File: config.mk
export PLATFORM = sky130hd
export DESIGN_NAME = tsc_regs
export DESIGN_NICKNAME = d
export VERILOG_FILES = /design/src/hw/tsc_pkg.sv /design/src/hw/tsc_regs.sv
export VERILOG_INCLUDE_DIRS = /design/src /design/src/hw
export SDC_FILE = /design/constraint.sdc
export NUM_CORES = 1
export LEC_CHECK = 0
export BUFFER_PORTS_ARGS = -buffer_cell sky130_fd_sc_hd__buf_4
export CAP_MARGIN = 25
export CORE_MARGIN = 5
export CORE_UTILIZATION = 45
export DETAILED_ROUTE_END_ITERATION = 8
export PLACE_DENSITY = 0.66
export REMOVE_ABC_BUFFERS = 1
export SLEW_MARGIN = 10
export SYNTH_ARGS = -nofsm -noshare
export SYNTH_HDL_FRONTEND = slang
export SYNTH_SLANG_ARGS = --single-unit
File: constraint.sdc
create_clock -name core_clk -period 11.8 [get_ports core_clk]
set_input_delay 0.59 -clock core_clk [delete_from_list [all_inputs] [get_ports core_clk]]
set_output_delay 0.59 -clock core_clk [all_outputs]
set_load 0.01 [all_outputs]
File: src/hw/tsc_consts.svh
// Register offsets, field positions, reset values and codes of the touch config bank
`ifndef TSC_CONSTS_SVH
`define TSC_CONSTS_SVH

// Register offsets (byte pointer on the serial port)
`define TSC_OFF_FILTER     8'h56
`define TSC_OFF_SCAN0      8'h5c
`define TSC_OFF_SCAN1      8'h5d
`define TSC_OFF_THRESH0    8'h66
`define TSC_OFF_THRESH1    8'h67
`define TSC_OFF_SENS0      8'h70
`define TSC_OFF_SENS1      8'h71
`define TSC_OFF_LOCK       8'h79
`define TSC_OFF_PRODUCT    8'h7a
`define TSC_OFF_CONDITION  8'h7b
`define TSC_OFF_ADDR_DRIVE 8'h7c
`define TSC_OFF_COMMAND    8'ha0

// Filter control field positions
`define TSC_FLT_BASELINE   7
`define TSC_FLT_DROP       5
`define TSC_FLT_AVG        4

// Reset values
`define TSC_RST_FILTER     8'h20
`define TSC_RST_FLT_CFG    5'h08
`define TSC_RST_THRESH     8'h64
`define TSC_RST_SENS       8'h0a
`define TSC_RST_SCAN0      1'h0
`define TSC_RST_SCAN1      1'h1
`define TSC_RST_LOCK       1'h0
`define TSC_RST_ADDR_DRIVE 8'h00
// Arbitrary product code, not tied to any real part
`define TSC_PRODUCT_CODE   8'h3e

// Lock sequence bytes
`define TSC_UNLOCK_B0      8'h3c
`define TSC_UNLOCK_B1      8'ha5
`define TSC_UNLOCK_B2      8'h69
`define TSC_LOCK_B0        8'h96
`define TSC_LOCK_B1        8'h5a
`define TSC_LOCK_B2        8'hc3

// Command codes
`define TSC_CMD_STORE      8'h01
`define TSC_CMD_WRITE_POR  8'h03
`define TSC_CMD_NORMAL     8'h07
`define TSC_CMD_SETUP      8'h08

`endif

File: src/hw/tsc_pkg.sv
// Types shared by the touch config register bank
package tsc_pkg;

    typedef enum logic [2:0] {
        TSC_ST_IDLE   = 3'b000,
        TSC_ST_RX     = 3'b001,
        TSC_ST_RX_ACK = 3'b010,
        TSC_ST_TX     = 3'b011,
        TSC_ST_TX_ACK = 3'b100
    } tsc_state_e;

    typedef enum logic [1:0] {
        TSC_PH_ADDR = 2'b00,
        TSC_PH_PTR  = 2'b01,
        TSC_PH_DATA = 2'b10
    } tsc_phase_e;

    // One register write from the serial engine
    typedef struct packed {
        logic       en;
        logic [7:0] addr;
        logic [7:0] data;
    } tsc_write_s;

    // Filtering controls seen by the sensing core
    typedef struct packed {
        logic       baseline_force_reset;
        logic       bus_busy_sample_drop;
        logic       avg_en;
        logic [1:0] avg_order;
    } tsc_filter_s;

    // Device state reported in the condition register
    typedef struct packed {
        logic [1:0] supply_range;
        logic       internal_reset_flag;
        logic       factory_settings_loaded;
        logic       nonvolatile_write_blocked;
        logic       sensing_function_on;
        logic       output_function_on;
    } tsc_cond_s;

endpackage

File: src/hw/tsc_regs.sv
// Touch sensor configuration register bank behind a serial two-wire slave port
`timescale 1ns/100ps
`include "tsc_consts.svh"

// Behaviour
// - Writing one to filter bit 7 resets all baselines; bit self-clears.
// - Filter bit 5 set drops samples taken while bus traffic was active.
// - Filter bit 4 switches the raw-count averaging filter on or off.
// - Averaging order 00 averages two samples, 01 averages four samples.
// - Single-bit scan position registers accept writes only in setup mode.
// - Per-sensor eight-bit touch threshold resets to 64h; host keeps 3..255.
// - Sensitivity current written as zero is replaced by ten.
// - Bytes 3Ch, A5h, 69h to lock register unlock the address register.
// - Bytes 96h, 5Ah, C3h to lock register relock the address register.
// - Lock register bit 0 reads one when locked, zero when unlocked.
// - Writes to the address register while locked are ignored.
// - New address and pull-up setting apply only after relocking.
// - Address bit 7 disables pull-ups when one; bits 6:0 are slave address.
// - Read-only product identification register returns a fixed code.
// - Condition bits 7:6 report the detected supply range.
// - Condition bit 5 reads one after an internal reset.
// - Condition bit 4 reads one when factory settings were loaded.
// - Condition bit 3 set blocks every nonvolatile write.
// - Condition bits 1 and 0 report sensing and output functions enabled.
// - Command 08h enters setup mode, 07h enters normal mode.
module tsc_regs
    import tsc_pkg::*;
(
    // Clock and reset
    input  wire logic        core_clk,
    input  wire logic        rst,
    // Serial bus pins
    input  wire logic        scl_i,
    input  wire logic        sda_i,
    output logic             sda_o,
    output logic             sda_oe,
    // Device state inputs
    input  wire tsc_cond_s   cond_in,
    // Sensing core samples
    input  wire logic        sample_start,
    input  wire logic        sample_done,
    input  wire logic [15:0] raw_count,
    // Configuration to the sensing core
    output tsc_filter_s      filter_cfg,
    output logic             scan_position_0,
    output logic             scan_position_1,
    output logic [7:0]       touch_threshold_0,
    output logic [7:0]       touch_threshold_1,
    output logic [7:0]       sensitivity_current_0,
    output logic [7:0]       sensitivity_current_1,
    output logic             setup_mode,
    // Averaged sample stream
    output logic             avg_valid,
    output logic [15:0]      avg_count,
    // Applied serial port settings and bus activity
    output logic [6:0]       slave_address,
    output logic             pullup_disable,
    output logic             bus_active,
    // Nonvolatile write request
    output logic             nv_write_req,
    output logic [7:0]       nv_write_cmd
);

    // Pin synchronisers and edge history
    logic        scl_m_q, scl_s_q, scl_p_q;
    logic        sda_m_q, sda_s_q, sda_p_q;
    // Serial engine state
    tsc_state_e  st_q, st_d;
    tsc_phase_e  ph_q, ph_d;
    logic [3:0]  bit_q, bit_d;
    logic [7:0]  sh_q, sh_d;
    logic [7:0]  ptr_q, ptr_d;
    logic        rw_q, rw_d;
    logic        oe_q, oe_d;
    logic        nack_q, nack_d;
    tsc_write_s  wr_q, wr_d;
    logic [7:0]  rd_data;
    logic        scl_rise, scl_fall, start_cond, stop_cond;
    // Register state
    tsc_filter_s flt_q, flt_d;
    logic        scan0_q, scan0_d, scan1_q, scan1_d;
    logic [7:0]  th0_q, th0_d, th1_q, th1_d;
    logic [7:0]  sc0_q, sc0_d, sc1_q, sc1_d;
    logic        lock_q, lock_d;
    logic [1:0]  unl_stg_q, unl_stg_d, lck_stg_q, lck_stg_d;
    logic [7:0]  pend_q, pend_d, live_q, live_d;
    logic        setup_q, setup_d;
    logic        nvreq_q, nvreq_d;
    logic [7:0]  nvcmd_q, nvcmd_d;
    // Sample filter state
    logic        busy_seen_q, busy_seen_d;
    logic [17:0] acc_q, acc_d;
    logic [2:0]  cnt_q, cnt_d;
    logic        av_q, av_d;
    logic [15:0] avc_q, avc_d;
    logic        keep;
    logic [2:0]  need;

    // Two flops per pin before use; the third flop gives edge history
    always_ff @(posedge core_clk or posedge rst) begin
        if (rst) begin
            scl_m_q <= 1'b1;
            scl_s_q <= 1'b1;
            scl_p_q <= 1'b1;
            sda_m_q <= 1'b1;
            sda_s_q <= 1'b1;
            sda_p_q <= 1'b1;
        end else begin
            scl_m_q <= scl_i;
            scl_s_q <= scl_m_q;
            scl_p_q <= scl_s_q;
            sda_m_q <= sda_i;
            sda_s_q <= sda_m_q;
            sda_p_q <= sda_s_q;
        end
    end

    // Bus events decoded from synchronised levels
    assign scl_rise   = scl_s_q & ~scl_p_q;
    assign scl_fall   = ~scl_s_q & scl_p_q;
    assign start_cond = scl_s_q & scl_p_q & sda_p_q & ~sda_s_q;
    assign stop_cond  = scl_s_q & scl_p_q & ~sda_p_q & sda_s_q;

    // Read data mux; reserved bits read as zero
    always_comb begin
        case (ptr_q)
            `TSC_OFF_FILTER:     rd_data = {flt_q.baseline_force_reset, 1'b0,
                                            flt_q.bus_busy_sample_drop, flt_q.avg_en,
                                            2'h0, flt_q.avg_order};
            `TSC_OFF_SCAN0:      rd_data = {7'h00, scan0_q};
            `TSC_OFF_SCAN1:      rd_data = {7'h00, scan1_q};
            `TSC_OFF_THRESH0:    rd_data = th0_q;
            `TSC_OFF_THRESH1:    rd_data = th1_q;
            `TSC_OFF_SENS0:      rd_data = sc0_q;
            `TSC_OFF_SENS1:      rd_data = sc1_q;
            `TSC_OFF_LOCK:       rd_data = {7'h00, lock_q};
            `TSC_OFF_PRODUCT:    rd_data = `TSC_PRODUCT_CODE;
            `TSC_OFF_CONDITION:  rd_data = {cond_in.supply_range,
                                            cond_in.internal_reset_flag,
                                            cond_in.factory_settings_loaded,
                                            cond_in.nonvolatile_write_blocked,
                                            1'b0,
                                            cond_in.sensing_function_on,
                                            cond_in.output_function_on};
            `TSC_OFF_ADDR_DRIVE: rd_data = pend_q;
            default:             rd_data = 8'h00;
        endcase
    end

    // Serial slave engine: address match, pointer byte, then data bytes
    always_comb begin
        st_d   = st_q;
        ph_d   = ph_q;
        bit_d  = bit_q;
        sh_d   = sh_q;
        ptr_d  = ptr_q;
        rw_d   = rw_q;
        oe_d   = oe_q;
        nack_d = nack_q;
        wr_d   = '0;
        if (start_cond) begin
            st_d = TSC_ST_RX;
            ph_d = TSC_PH_ADDR;
            bit_d = 4'h0;
            oe_d = 1'b0;
        end else if (stop_cond) begin
            st_d = TSC_ST_IDLE;
            oe_d = 1'b0;
        end else begin
            case (st_q)
                TSC_ST_IDLE: begin
                    oe_d = 1'b0;
                end
                TSC_ST_RX: begin
                    if (scl_rise) begin
                        sh_d  = {sh_q[6:0], sda_s_q};
                        bit_d = bit_q + 4'h1;
                    end else if (scl_fall && bit_q == 4'h8) begin
                        bit_d = 4'h0;
                        case (ph_q)
                            TSC_PH_ADDR: begin
                                if (sh_q[7:1] == live_q[6:0]) begin
                                    rw_d = sh_q[0];
                                    ph_d = TSC_PH_PTR;
                                    oe_d = 1'b1;
                                    st_d = TSC_ST_RX_ACK;
                                end else begin
                                    st_d = TSC_ST_IDLE;
                                end
                            end
                            TSC_PH_PTR: begin
                                ptr_d = sh_q;
                                ph_d  = TSC_PH_DATA;
                                oe_d  = 1'b1;
                                st_d  = TSC_ST_RX_ACK;
                            end
                            default: begin
                                // Every data byte is acknowledged, even if ignored
                                wr_d.en   = 1'b1;
                                wr_d.addr = ptr_q;
                                wr_d.data = sh_q;
                                ptr_d = ptr_q + 8'h01;
                                oe_d  = 1'b1;
                                st_d  = TSC_ST_RX_ACK;
                            end
                        endcase
                    end
                end
                TSC_ST_RX_ACK: begin
                    if (scl_fall) begin
                        if (rw_q) begin
                            sh_d  = rd_data;
                            ptr_d = ptr_q + 8'h01;
                            oe_d  = ~rd_data[7];
                            bit_d = 4'h0;
                            st_d  = TSC_ST_TX;
                        end else begin
                            oe_d = 1'b0;
                            st_d = TSC_ST_RX;
                        end
                    end
                end
                TSC_ST_TX: begin
                    if (scl_fall) begin
                        if (bit_q == 4'h7) begin
                            oe_d = 1'b0;
                            st_d = TSC_ST_TX_ACK;
                        end else begin
                            sh_d  = {sh_q[6:0], 1'b0};
                            oe_d  = ~sh_q[6];
                            bit_d = bit_q + 4'h1;
                        end
                    end
                end
                TSC_ST_TX_ACK: begin
                    if (scl_rise) begin
                        nack_d = sda_s_q;
                    end else if (scl_fall) begin
                        if (nack_q) begin
                            st_d = TSC_ST_IDLE;
                        end else begin
                            sh_d  = rd_data;
                            ptr_d = ptr_q + 8'h01;
                            oe_d  = ~rd_data[7];
                            bit_d = 4'h0;
                            st_d  = TSC_ST_TX;
                        end
                    end
                end
                default: begin
                    st_d = TSC_ST_IDLE;
                    oe_d = 1'b0;
                end
            endcase
        end
    end

    // Serial engine registers
    always_ff @(posedge core_clk or posedge rst) begin
        if (rst) begin
            st_q   <= TSC_ST_IDLE;
            ph_q   <= TSC_PH_ADDR;
            bit_q  <= 4'h0;
            sh_q   <= 8'h00;
            ptr_q  <= 8'h00;
            rw_q   <= 1'b0;
            oe_q   <= 1'b0;
            nack_q <= 1'b0;
            wr_q   <= '0;
        end else begin
            st_q   <= st_d;
            ph_q   <= ph_d;
            bit_q  <= bit_d;
            sh_q   <= sh_d;
            ptr_q  <= ptr_d;
            rw_q   <= rw_d;
            oe_q   <= oe_d;
            nack_q <= nack_d;
            wr_q   <= wr_d;
        end
    end

    // Register writes, lock sequencing and command decode
    always_comb begin
        flt_d     = flt_q;
        flt_d.baseline_force_reset = 1'b0;
        scan0_d   = scan0_q;
        scan1_d   = scan1_q;
        th0_d     = th0_q;
        th1_d     = th1_q;
        sc0_d     = sc0_q;
        sc1_d     = sc1_q;
        lock_d    = lock_q;
        unl_stg_d = unl_stg_q;
        lck_stg_d = lck_stg_q;
        pend_d    = pend_q;
        live_d    = live_q;
        setup_d   = setup_q;
        nvreq_d   = 1'b0;
        nvcmd_d   = nvcmd_q;
        if (wr_q.en) begin
            case (wr_q.addr)
                `TSC_OFF_FILTER: begin
                    flt_d.baseline_force_reset = wr_q.data[`TSC_FLT_BASELINE];
                    flt_d.bus_busy_sample_drop = wr_q.data[`TSC_FLT_DROP];
                    flt_d.avg_en               = wr_q.data[`TSC_FLT_AVG];
                    flt_d.avg_order            = wr_q.data[1:0];
                end
                `TSC_OFF_SCAN0: begin
                    if (setup_q) scan0_d = wr_q.data[0];
                end
                `TSC_OFF_SCAN1: begin
                    if (setup_q) scan1_d = wr_q.data[0];
                end
                `TSC_OFF_THRESH0: th0_d = wr_q.data;
                `TSC_OFF_THRESH1: th1_d = wr_q.data;
                `TSC_OFF_SENS0: sc0_d = (wr_q.data == 8'h00) ? `TSC_RST_SENS : wr_q.data;
                `TSC_OFF_SENS1: sc1_d = (wr_q.data == 8'h00) ? `TSC_RST_SENS : wr_q.data;
                `TSC_OFF_LOCK: begin
                    // A wrong byte restarts the sequence, or begins it anew
                    case (unl_stg_q)
                        2'h1:    unl_stg_d = (wr_q.data == `TSC_UNLOCK_B1) ? 2'h2 : 2'h0;
                        2'h2:    unl_stg_d = 2'h0;
                        default: unl_stg_d = 2'h0;
                    endcase
                    if (unl_stg_q == 2'h2 && wr_q.data == `TSC_UNLOCK_B2) begin
                        lock_d = 1'b0;
                    end else if (unl_stg_d == 2'h0 && wr_q.data == `TSC_UNLOCK_B0) begin
                        unl_stg_d = 2'h1;
                    end
                    case (lck_stg_q)
                        2'h1:    lck_stg_d = (wr_q.data == `TSC_LOCK_B1) ? 2'h2 : 2'h0;
                        2'h2:    lck_stg_d = 2'h0;
                        default: lck_stg_d = 2'h0;
                    endcase
                    if (lck_stg_q == 2'h2 && wr_q.data == `TSC_LOCK_B2) begin
                        lock_d = 1'b1;
                        live_d = pend_q;
                    end else if (lck_stg_d == 2'h0 && wr_q.data == `TSC_LOCK_B0) begin
                        lck_stg_d = 2'h1;
                    end
                end
                `TSC_OFF_ADDR_DRIVE: begin
                    if (!lock_q) pend_d = wr_q.data;
                end
                `TSC_OFF_COMMAND: begin
                    if (wr_q.data == `TSC_CMD_SETUP) setup_d = 1'b1;
                    if (wr_q.data == `TSC_CMD_NORMAL) setup_d = 1'b0;
                    // Store requests die here when condition bit 3 blocks nonvolatile writes
                    if ((wr_q.data == `TSC_CMD_STORE || wr_q.data == `TSC_CMD_WRITE_POR)
                        && !cond_in.nonvolatile_write_blocked) begin
                        nvreq_d = 1'b1;
                        nvcmd_d = wr_q.data;
                    end
                end
                default: ;
            endcase
        end
    end

    // Register bank flops
    always_ff @(posedge core_clk or posedge rst) begin
        if (rst) begin
            flt_q     <= `TSC_RST_FLT_CFG;
            scan0_q   <= `TSC_RST_SCAN0;
            scan1_q   <= `TSC_RST_SCAN1;
            th0_q     <= `TSC_RST_THRESH;
            th1_q     <= `TSC_RST_THRESH;
            sc0_q     <= `TSC_RST_SENS;
            sc1_q     <= `TSC_RST_SENS;
            lock_q    <= `TSC_RST_LOCK;
            unl_stg_q <= 2'h0;
            lck_stg_q <= 2'h0;
            pend_q    <= `TSC_RST_ADDR_DRIVE;
            live_q    <= `TSC_RST_ADDR_DRIVE;
            setup_q   <= 1'b0;
            nvreq_q   <= 1'b0;
            nvcmd_q   <= 8'h00;
        end else begin
            flt_q     <= flt_d;
            scan0_q   <= scan0_d;
            scan1_q   <= scan1_d;
            th0_q     <= th0_d;
            th1_q     <= th1_d;
            sc0_q     <= sc0_d;
            sc1_q     <= sc1_d;
            lock_q    <= lock_d;
            unl_stg_q <= unl_stg_d;
            lck_stg_q <= lck_stg_d;
            pend_q    <= pend_d;
            live_q    <= live_d;
            setup_q   <= setup_d;
            nvreq_q   <= nvreq_d;
            nvcmd_q   <= nvcmd_d;
        end
    end

    // Sample gating and averaging; orders above 01 average four samples
    always_comb begin
        need        = (flt_q.avg_order == 2'h0) ? 3'h2 : 3'h4;
        keep        = sample_done &
                      ~(flt_q.bus_busy_sample_drop & (busy_seen_q | bus_active));
        busy_seen_d = sample_start ? bus_active : (busy_seen_q | bus_active);
        acc_d       = acc_q;
        cnt_d       = cnt_q;
        av_d        = 1'b0;
        avc_d       = avc_q;
        if (keep) begin
            if (!flt_q.avg_en) begin
                av_d  = 1'b1;
                avc_d = raw_count;
                acc_d = 18'h00000;
                cnt_d = 3'h0;
            end else if (cnt_q + 3'h1 >= need) begin
                av_d  = 1'b1;
                acc_d = 18'h00000;
                cnt_d = 3'h0;
                avc_d = (need == 3'h2) ? 16'((acc_q + {2'h0, raw_count}) >> 1)
                                       : 16'((acc_q + {2'h0, raw_count}) >> 2);
            end else begin
                acc_d = acc_q + {2'h0, raw_count};
                cnt_d = cnt_q + 3'h1;
            end
        end
    end

    // Sample filter flops
    always_ff @(posedge core_clk or posedge rst) begin
        if (rst) begin
            busy_seen_q <= 1'b0;
            acc_q       <= 18'h00000;
            cnt_q       <= 3'h0;
            av_q        <= 1'b0;
            avc_q       <= 16'h0000;
        end else begin
            busy_seen_q <= busy_seen_d;
            acc_q       <= acc_d;
            cnt_q       <= cnt_d;
            av_q        <= av_d;
            avc_q       <= avc_d;
        end
    end

    // Output drive; the data pin is open drain, so only the enable moves
    assign sda_o                 = 1'b0;
    assign sda_oe                = oe_q;
    assign bus_active            = (st_q != TSC_ST_IDLE);
    assign filter_cfg            = flt_q;
    assign scan_position_0       = scan0_q;
    assign scan_position_1       = scan1_q;
    assign touch_threshold_0     = th0_q;
    assign touch_threshold_1     = th1_q;
    assign sensitivity_current_0 = sc0_q;
    assign sensitivity_current_1 = sc1_q;
    assign setup_mode            = setup_q;
    assign avg_valid             = av_q;
    assign avg_count             = avc_q;
    assign slave_address         = live_q[6:0];
    assign pullup_disable        = live_q[7];
    assign nv_write_req          = nvreq_q;
    assign nv_write_cmd          = nvcmd_q;

endmodule

=== Word level (Yosys, flattened, before mapping) ===
Index checks and enable logic that the tools add are counted.

* Output and inout bits: 77
* Bits in registers: 160
* Word-level logic and storage cells: 295
* Input port bits: 29

* Order comparisons: 1
* Reductions and logical operators: 46
* Add/sub/neg operators: 4
* Bitwise gates (word level): 21
* Eq/ne operators: 77
* Muxes and demuxes: 106

{| class="wikitable"
|+ Operators with widths
! kind !! number
|-
| 8-bit by 7-bit equality test with 1-bit output, second input constant || 22
|-
| 8-bit 2-to-1 mux || 16
|-
| 17-bit 2-to-1 mux || 6
|-
| 8-bit one-hot mux with 11 select lines || 1
|-
| 16-bit 2-to-1 mux || 3
|-
| 4-bit 2-to-1 mux || 11
|-
| 2-bit 2-to-1 mux || 21
|-
| 3-bit 2-to-1 mux || 13
|-
| 18-bit 2-to-1 mux || 2
|-
| 4-bit != test, second input constant || 9
|-
| 8-bit equality test, second input constant || 4
|-
| 8-bit one-hot mux with 4 select lines || 1
|-
| 3-bit != test, second input constant || 9
|-
| 1-bit 2-to-1 mux || 24
|-
| 2-bit != test, second input constant || 12
|-
| 8-bit one-hot mux with 3 select lines || 1
|-
| 11-bit AND reduction || 2
|-
| 3-bit AND reduction || 7
|-
| 18-bit by 16-bit adder with 18-bit output || 1
|-
| 4-bit one-hot mux with 4 select lines || 1
|-
| 8-bit one-hot mux with 2 select lines || 1
|-
| 8-bit AND reduction || 2
|-
| 3-bit one-hot mux with 5 select lines || 1
|-
| 2-bit AND reduction || 7
|-
| other kinds (40) || 78
|}

=== Longest topological paths before layout ===
Gate-level depths: netlist of run 1.

* Depth after elaboration: 9
* Depth in mapped cells: 12

=== Worst setup path after synthesis of run 1 ===
No wires, ideal clock.

* Path kind: reg-to-reg
* Start point: register wr_q[15] (netlist name)
* End point: register lock_q
* Cell stages (with the launch flop): 9
* Period minus slack after synthesis: 2.795 ns
* Library setup time: 0.118 ns
* Data arrival time: 2.677 ns
* Required time: 11.682 ns
* Path slack: 9.005 ns
* Cell sequence: dfrtp_1 -> and3b_1 -> nand3_2 -> or4b_1 -> buf_2 -> or3_1 -> or3_1 -> or4b_1 -> a21o_1

* Cells in the longest elaborated chain, start to end: 2

{| class="wikitable"
|+ RTL lines
! element !! RTL line !! source
|-
| start: declaration || tsc_regs.sv:76 || <nowiki>tsc_write_s wr_q, wr_d;</nowiki>
|-
| start signal: assignment || tsc_regs.sv:279 || <nowiki>wr_q <= wr_d;</nowiki>
|-
| 8-bit by 7-bit equality test with 1-bit output || tsc_regs.sv:302 || <nowiki>case (wr_q.addr)</nowiki>
|-
| 3-bit AND reduction (no line) || - ||
|-
| end signal: assignment || tsc_regs.sv:371 || <nowiki>lock_q <= `TSC_RST_LOCK;</nowiki>
|-
| end signal: assignment || tsc_regs.sv:387 || <nowiki>lock_q <= lock_d;</nowiki>
|-
| end: declaration || tsc_regs.sv:84 || <nowiki>logic lock_q, lock_d;</nowiki>
|}

No other way between the ends.
A chain may end at the register's enable or synchronous reset.

=== Worst setup path in the final report of run 1 ===
* Start point: register flt_q, in the netlist filter_cfg[0]
* End point: register avc_q[14] (netlist: avg_count[14])

* Cells in the longest elaborated chain, start to end: 6
* Elaborated cells on any way between the ends: 9
* Classes of those cells: order compare: 1; eq/ne: 2; mux: 4; reduce/logical: 2

{| class="wikitable"
|+ RTL lines
! element !! RTL line !! source
|-
| start: declaration || tsc_regs.sv:80 || <nowiki>tsc_filter_s flt_q, flt_d;</nowiki>
|-
| start signal: assignment || tsc_regs.sv:364 || <nowiki>flt_q <= `TSC_RST_FLT_CFG;</nowiki>
|-
| start signal: assignment || tsc_regs.sv:380 || <nowiki>flt_q <= flt_d;</nowiki>
|-
| 2-bit zero test (*) || tsc_regs.sv:400 || <nowiki>need = (flt_q.avg_order == 2'h0) ? 3'h2 : 3'h4;</nowiki>
|-
| 3-bit 2-to-1 mux (*) || tsc_regs.sv:400 ||
|-
| branches (longest 4 deep; another with 3-bit >= comparator) || - ||
|-
| end signal: assignment || tsc_regs.sv:440 || <nowiki>avc_q <= avc_d;</nowiki>
|-
| end: declaration || tsc_regs.sv:95 || <nowiki>logic [15:0] avc_q, avc_d;</nowiki>
|}

Mark *: on every way between the ends. The select of a mux whose other input is x is not followed.

==> results of run 1 <==
[area by class of cell]
cell class | count | share of cell area [%]
clock buffers | 19 | 4.27
flip-flops and latches | 160 | 38.8
clock inverters | 13 | 1.70
repair buffers | 113 | 8.31
well taps | 265 | 3.19
inverters | 29 | 1.10
multi-input cells | 670 | 42.7
[power groups by stage]
stage | clock [mW] | combinational (mW) | sequential (mW)
6_report | 0.584 | 0.119 | 0.604
3_5_place_dp | 0 | 0.118 | 0.613
5_1_grt | 0.621 | 0.135 | 0.607
2_1_floorplan | 0 | 0.0738 | 0.606
3_3_place_gp | 0 | 0.116 | 0.613
4_1_cts | 0.593 | 0.119 | 0.603
[stage by stage]
step / power (mW) / hold slack [ns] / std cells / setup slack [ns]
final: 1.31 / 0.152 / 1269 / 7.87
after global routing: 1.36 / 0.172 / 1269 / 7.56
after CTS: 1.32 / 0.254 / 1267 / 7.92
after detailed placement: 0.731 / 0.347 / 1235 / 7.94
after global placement: 0.729 / 0.346 / 1234 / 8.15
after floorplan: 0.679 / 0.345 / 859 / 6.92
[layer usage]
layer,part of all wire (%),track usage (%)
met5,0,0
met3,6.0,4.38
met2,46,35.4
met1,46,31.8
met4,2.1,7.00
[worst max-delay path by stage]
stage                       start            end  slack, ns  cells after the start
floorplan                     rst       acc_q[0]       6.92                      1
global placement    filter_cfg[1]  avg_count[14]       8.15                     10
detailed placement  filter_cfg[1]  avg_count[14]       7.94                     10
CTS                 filter_cfg[1]  avg_count[14]       7.92                     10
global route        filter_cfg[1]  avg_count[14]       7.56                     10
finish              filter_cfg[0]  avg_count[14]       7.87                     10
[cells in the final DEF, fill, tap and decap left out, types with 18 or more instances in the layout]
| cell type | n |
|---|---|
| ha_1 | 25 |
| mux2_2 | 55 |
| nor2_1 | 58 |
| a21oi_1 | 80 |
| o21ai_0 | 65 |
| and3_1 | 18 |
| dfstp_2 | 18 |
| buf_4 | 110 |
| inv_1 | 27 |
| nor3_1 | 19 |
| nand2_1 | 75 |
| dfrtp_1 | 142 |
| nor2b_1 | 20 |
| nand3_1 | 28 |
[cells by family (layout without fill, tap and decap cells)]
logic type                 Yosys count  after routing
AOI/OAI and AO/OA                  258            258
xor gates and xnor gates            24             24
adders and majority gates           26             26
buffers and inverters               74            174
DFF                                160            160
muxes                               60             60
other                                1              1
and+or+nand+nor                    301            301
==> results.toml, run 1 <==
[drt]
avgViaCountPerCell = 5.80
drt-pass1-iter-count = 5
post_drt_wl_per_cell_um = 19.3
drt_iter0_drc = 673
drt_wl_total_um = 24500
vias = 7359
drc = 0
ant_nets = 0

[floorplanning]
start_util_pct = 45.3
core_um2 = 19300
io_pins = 106
rows = 51
dieArea_um2 = 22300
die_h_um = 149
die_w_um = 149

[worst_setup_path]
reg2reg_to = "avg_count[14]"
worst_setup_path_start_kind = "register"
path_cells = "or2_2 -> clkinv_1 -> ha_1 -> a21bo_2 -> a21o_1 -> nand3_1 -> inv_1 -> nand3_1 -> or4_1 -> o211ai_1"
crit_family = "simple AND/OR/NAND/NOR gates"
r2r_start = "filter_cfg[0]"
ff2ff_setup_slack_ns = 7.87
crit_type = "reg -> reg"
ff2ff_path_depth = 10
arrival_ns = 4.28
worstPathRequired_ns = 12.15
worst_path_max_delay_cell = "inv_1"
max_stage_delay_ns = 0.57
crit_buf_inv = 2
cp_common_cell = "nand3_1"
crit_path_end_kind = "register"
crit_fanout = 17

[synthesis]
netlist_instances = 904
ys.flop_type = "dfrtp_1"
synth_common_cells = "dfrtp_1, a21oi_1, nand2_1"
synth-seq-area-share_pct = 46.1
yosysMostFrequentCell = "dfrtp_1"
synth_compound_area_share_pct = 18.7
netlist_area_um2 = 8730
synth.area.top_cells = "dfrtp_1, mux2_2, dfstp_2"
ys_warn_count = 0
syn_area_per_cell_um2 = 9.66
synth_top_area_share_pct = 40.7
synth_top_family_by_area = "compound AO/OA/AOI/OAI gates"
synth_seq_cells = 160
synth_cell_types = 69
synthMuxAreaShare_pct = 7.66
synth_fa_ha_area_share_pct = 3.81
synth_xor_area_share_pct = 2.41
synth_top_cell_by_area = "dfrtp_1"
synth_edf_count = 0
yosys.area_share.simple_pct = 18.0
async_flop_share_pct = 100

[placed_design]
gp_congestion = 0.889
dp_hpwl_um = 17500
place_area_um2 = 9730
port_buffers = 104

[pwr]
clkPwrFrac_pct = 44.7
leakage_nw = 4.75
p_sw_mw = 0.338
power.density_nw_per_um2 = 126
internal_power_mw = 0.969
comb_power_share_pct = 9.1
swShare_pct = 25.9
p_seq_share_pct = 46.2
ir_drop_v = 0.000114

[clocking]
hold_buffers = 0
cts_made_buffers = 17
cts.clk_slew.worst_paths_ns = 0.07
clockBufferDepth = 2
clock_latency_ns = 0.43
postCtsSetupBuffers = 0
cts_tree = "built"
cts_root_buf = "clkbuf_16"
cts_sinks = 160
htreeDepth = 4
post_cts_resized = 0

[global_routing]
grt_overflow = 0
grt_pass1_wl_um = 39400
first_global_vias = 7211
antenna_found_initial = 0
grt_usage_pct = 22.6
grt_max_degree = 102

[sta]
period_share_pct = 33.3
hold_viol_final = 0
max_freq_ghz = 0.254
setup_tns_ns = 0
fin_worst_skew_ns = 0.0112
rsz0062_at_grt = "false"
finalMaxSlewViolations = 0
tightest_slew_ns = 1.04
slew_headroom_pct = 30.5
min_period_ns = 3.93
final-setup-viol-count = 0

[cells_and_area]
fillers = 1781
area_growth_pct = 18.9
fin_util_pct = 53.9
multi_input_area_um2 = 4430
largest_reg_flops = 18
diodes = 0
final_area_um2 = 10400
drive_gt1_share_pct = 22.8
max_flop_register = "acc_q"
seq_area_um2 = 4030
nets = 1046

[status]
status = "finished clean"

[flow_run]
drv_cap = 0

[hold_path]
hold_class = "in -> async"
Note: power is estimated with default switching activity, not from simulation.
==> inputs of run 2 (changes only) <==
ABC_AREA = 1   (was not set)
PLACE_DENSITY = 0.69   (was 0.66)
clock period = 3.52 ns   (was 11.8 ns; I/O delays follow)
==> run 2 against run 1 <==
Against the previous run: worst setup slack got worse by 7.0 ns; power rose to 3.6 times the previous value; utilization rose by 0.53 points; clock skew grew 0.0031 ns; flip-flop and latch count stayed put; highest routed layer unchanged; synthesized area grew 1.8%.
==> results.toml, run 2 <==
[worst_setup_path]
worst_setup_path_start_kind = "register"
crit_fanout = 20
crit_path_end_kind = "register"
crit_type = "reg -> reg"
worstPathRequired_ns = 3.82
arrival_ns = 2.98

[synthesis]
synthMuxAreaShare_pct = 0.380
ys.flop_type = "dfrtp_1"
synth_cell_types = 59
synth_top_area_share_pct = 40.0
async_flop_share_pct = 100
synth.area.top_cells = "dfrtp_1, nand2_1, o21ai_0"
syn_area_per_cell_um2 = 7.94
netlist_instances = 1120
synth-seq-area-share_pct = 45.3
yosysMostFrequentCell = "nand2_1"
synth_top_family_by_area = "simple AND/OR/NAND/NOR gates"
synth_top_cell_by_area = "dfrtp_1"
netlist_area_um2 = 8890
synth_xor_area_share_pct = 1.97
synth_common_cells = "nand2_1, dfrtp_1, inv_1"
synth_edf_count = 0
synth_compound_area_share_pct = 15.0
synth_fa_ha_area_share_pct = 3.74
ys_warn_count = 0
synth_seq_cells = 160
yosys.area_share.simple_pct = 26.3

[hold_path]
hold_class = "in -> reg"

[cells_and_area]
final_common_cell = "nand2_1"
fillers = 1895
finalNonFillerCells = 1505
nets = 1282
drive_gt1_share_pct = 17.4
final_area_um2 = 10600
area_growth_pct = 19.1
fin_util_pct = 54.4
largest_reg_flops = 18
layout_common_cells = "nand2_1, dfrtp_1, inv_1"
max_flop_register = "acc_q"
diodes = 0

[sta]
whs_ns = 0.0513
period_share_pct = 76.0
max_freq_ghz = 0.374
final-setup-viol-count = 0
slew_headroom_pct = 47.9
fin_worst_skew_ns = 0.0143
tightest_slew_ns = 0.775
rsz0062_at_grt = "false"
finalMaxSlewViolations = 0
setup_tns_ns = 0
timing.final.ws_setup_ns = 0.845
min_period_ns = 2.67
hold_viol_final = 0

[floorplanning]
rows = 51
core_um2 = 19500
die_w_um = 151
start_util_pct = 45.7
dieArea_um2 = 22700
io_pins = 106
die_h_um = 151

[clocking]
cts_tree = "built"
clockBufferDepth = 2
cts.clk_slew.worst_paths_ns = 0.07
cts_made_buffers = 17
cts_root_buf = "clkbuf_16"
cts_sinks = 160
clock_latency_ns = 0.44
htreeDepth = 4
postCtsSetupBuffers = 0

[global_routing]
grt_usage_pct = 24.0
grt_pass1_wl_um = 42100
grt_overflow = 0
antenna_found_initial = 0
grt_max_degree = 61
first_global_vias = 7855

[drt]
post_drt_wl_per_cell_um = 17.6
ant_nets = 0
drt_wl_total_um = 26400
drt-pass1-iter-count = 5
drc = 0
avgViaCountPerCell = 5.38
vias = 8092
drt_iter0_drc = 695

[pwr]
p_sw_mw = 1.23
clkPwrFrac_pct = 43.5
power.density_nw_per_um2 = 440
power.total_mw = 4.66
internal_power_mw = 3.43
p_seq_share_pct = 44.1
leakage_nw = 5.25
ir_drop_v = 0.000347
swShare_pct = 26.3
comb_power_share_pct = 12.4

[flow_run]
drv_cap = 0

[placed_design]
gp_congestion = 0.978
dp_hpwl_um = 19800
dp.cells = 1468
place_ws_ns = 0.882
place_area_um2 = 9900
port_buffers = 104

[status]
status = "finished clean"
==> run 2: worst max-delay path, cell delays in order, from the launching register on <==
cell and delay, ns:
dfrtp_1 0.77, inv_1 0.56, o21ai_4 0.59, inv_4 0.18
or2_2 0.31, a21boi_0 0.12
==> run 2: cells by family after synthesis <==
group / Yosys count
and+or+nand+nor: 523
adders and majority gates: 26
xor gates and xnor gates: 20
other: 1
muxes: 3
DFF: 160
AOI/OAI and AO/OA: 226
buffers and inverters: 161
==> run 2: final timing paths <==
kind / start / endpoint / slack [ns] / cells after the start
max reg2reg: filter_cfg[2] / avg_count[11] / 0.85 / 5
min: raw_count[3] / avg_count[3] / 0.05 / 3
max in group asynchronous: rst / scan_position_1 / 2.21 / 4
min reg2reg: scl_m_q / scl_s_q / 0.36 / 0
min in group asynchronous: rst / bit_q[0] / 0.36 / 3
max: filter_cfg[2] / avg_count[11] / 0.85 / 5
==> run 2: routing by layer <==
layer	wire length [um]	GRT usage (%)
met4	822	9.34
met3	1680	5.30
met2	12900	40.1
met5	0	0
met1	11000	30.5
==> run 2: power groups by stage <==
| stage | Sequential, mW | Clock [mW] | Combinational, mW |
|---|---|---|---|
| after detailed placement | 2.08 | 0 | 0.572 |
| final | 2.05 | 2.03 | 0.579 |
| after CTS | 2.05 | 2.04 | 0.582 |
| after floorplan | 2.06 | 0 | 0.395 |
| after global routing | 2.06 | 2.13 | 0.650 |
| after global placement | 2.08 | 0 | 0.559 |
==> run 2: repair_timing <==
item / 4_1_cts / 5_1_grt
hold endpoints to repair: 59 / 0
gates resized for setup: 0 / 0
hold buffers: 5 / 0
==> run 2: final cells by class <==
cell class | count | area, um2 | share of cell area, %
clock buffers | 23 | 488 | 4.61
clock inverters | 9 | 155 | 1.46
inverters | 136 | 518 | 4.89
multi-input cells | 799 | 4210 | 39.8
flip-flops and latches | 160 | 4030 | 38.0
well taps | 265 | 332 | 3.13
repair buffers | 113 | 861 | 8.13
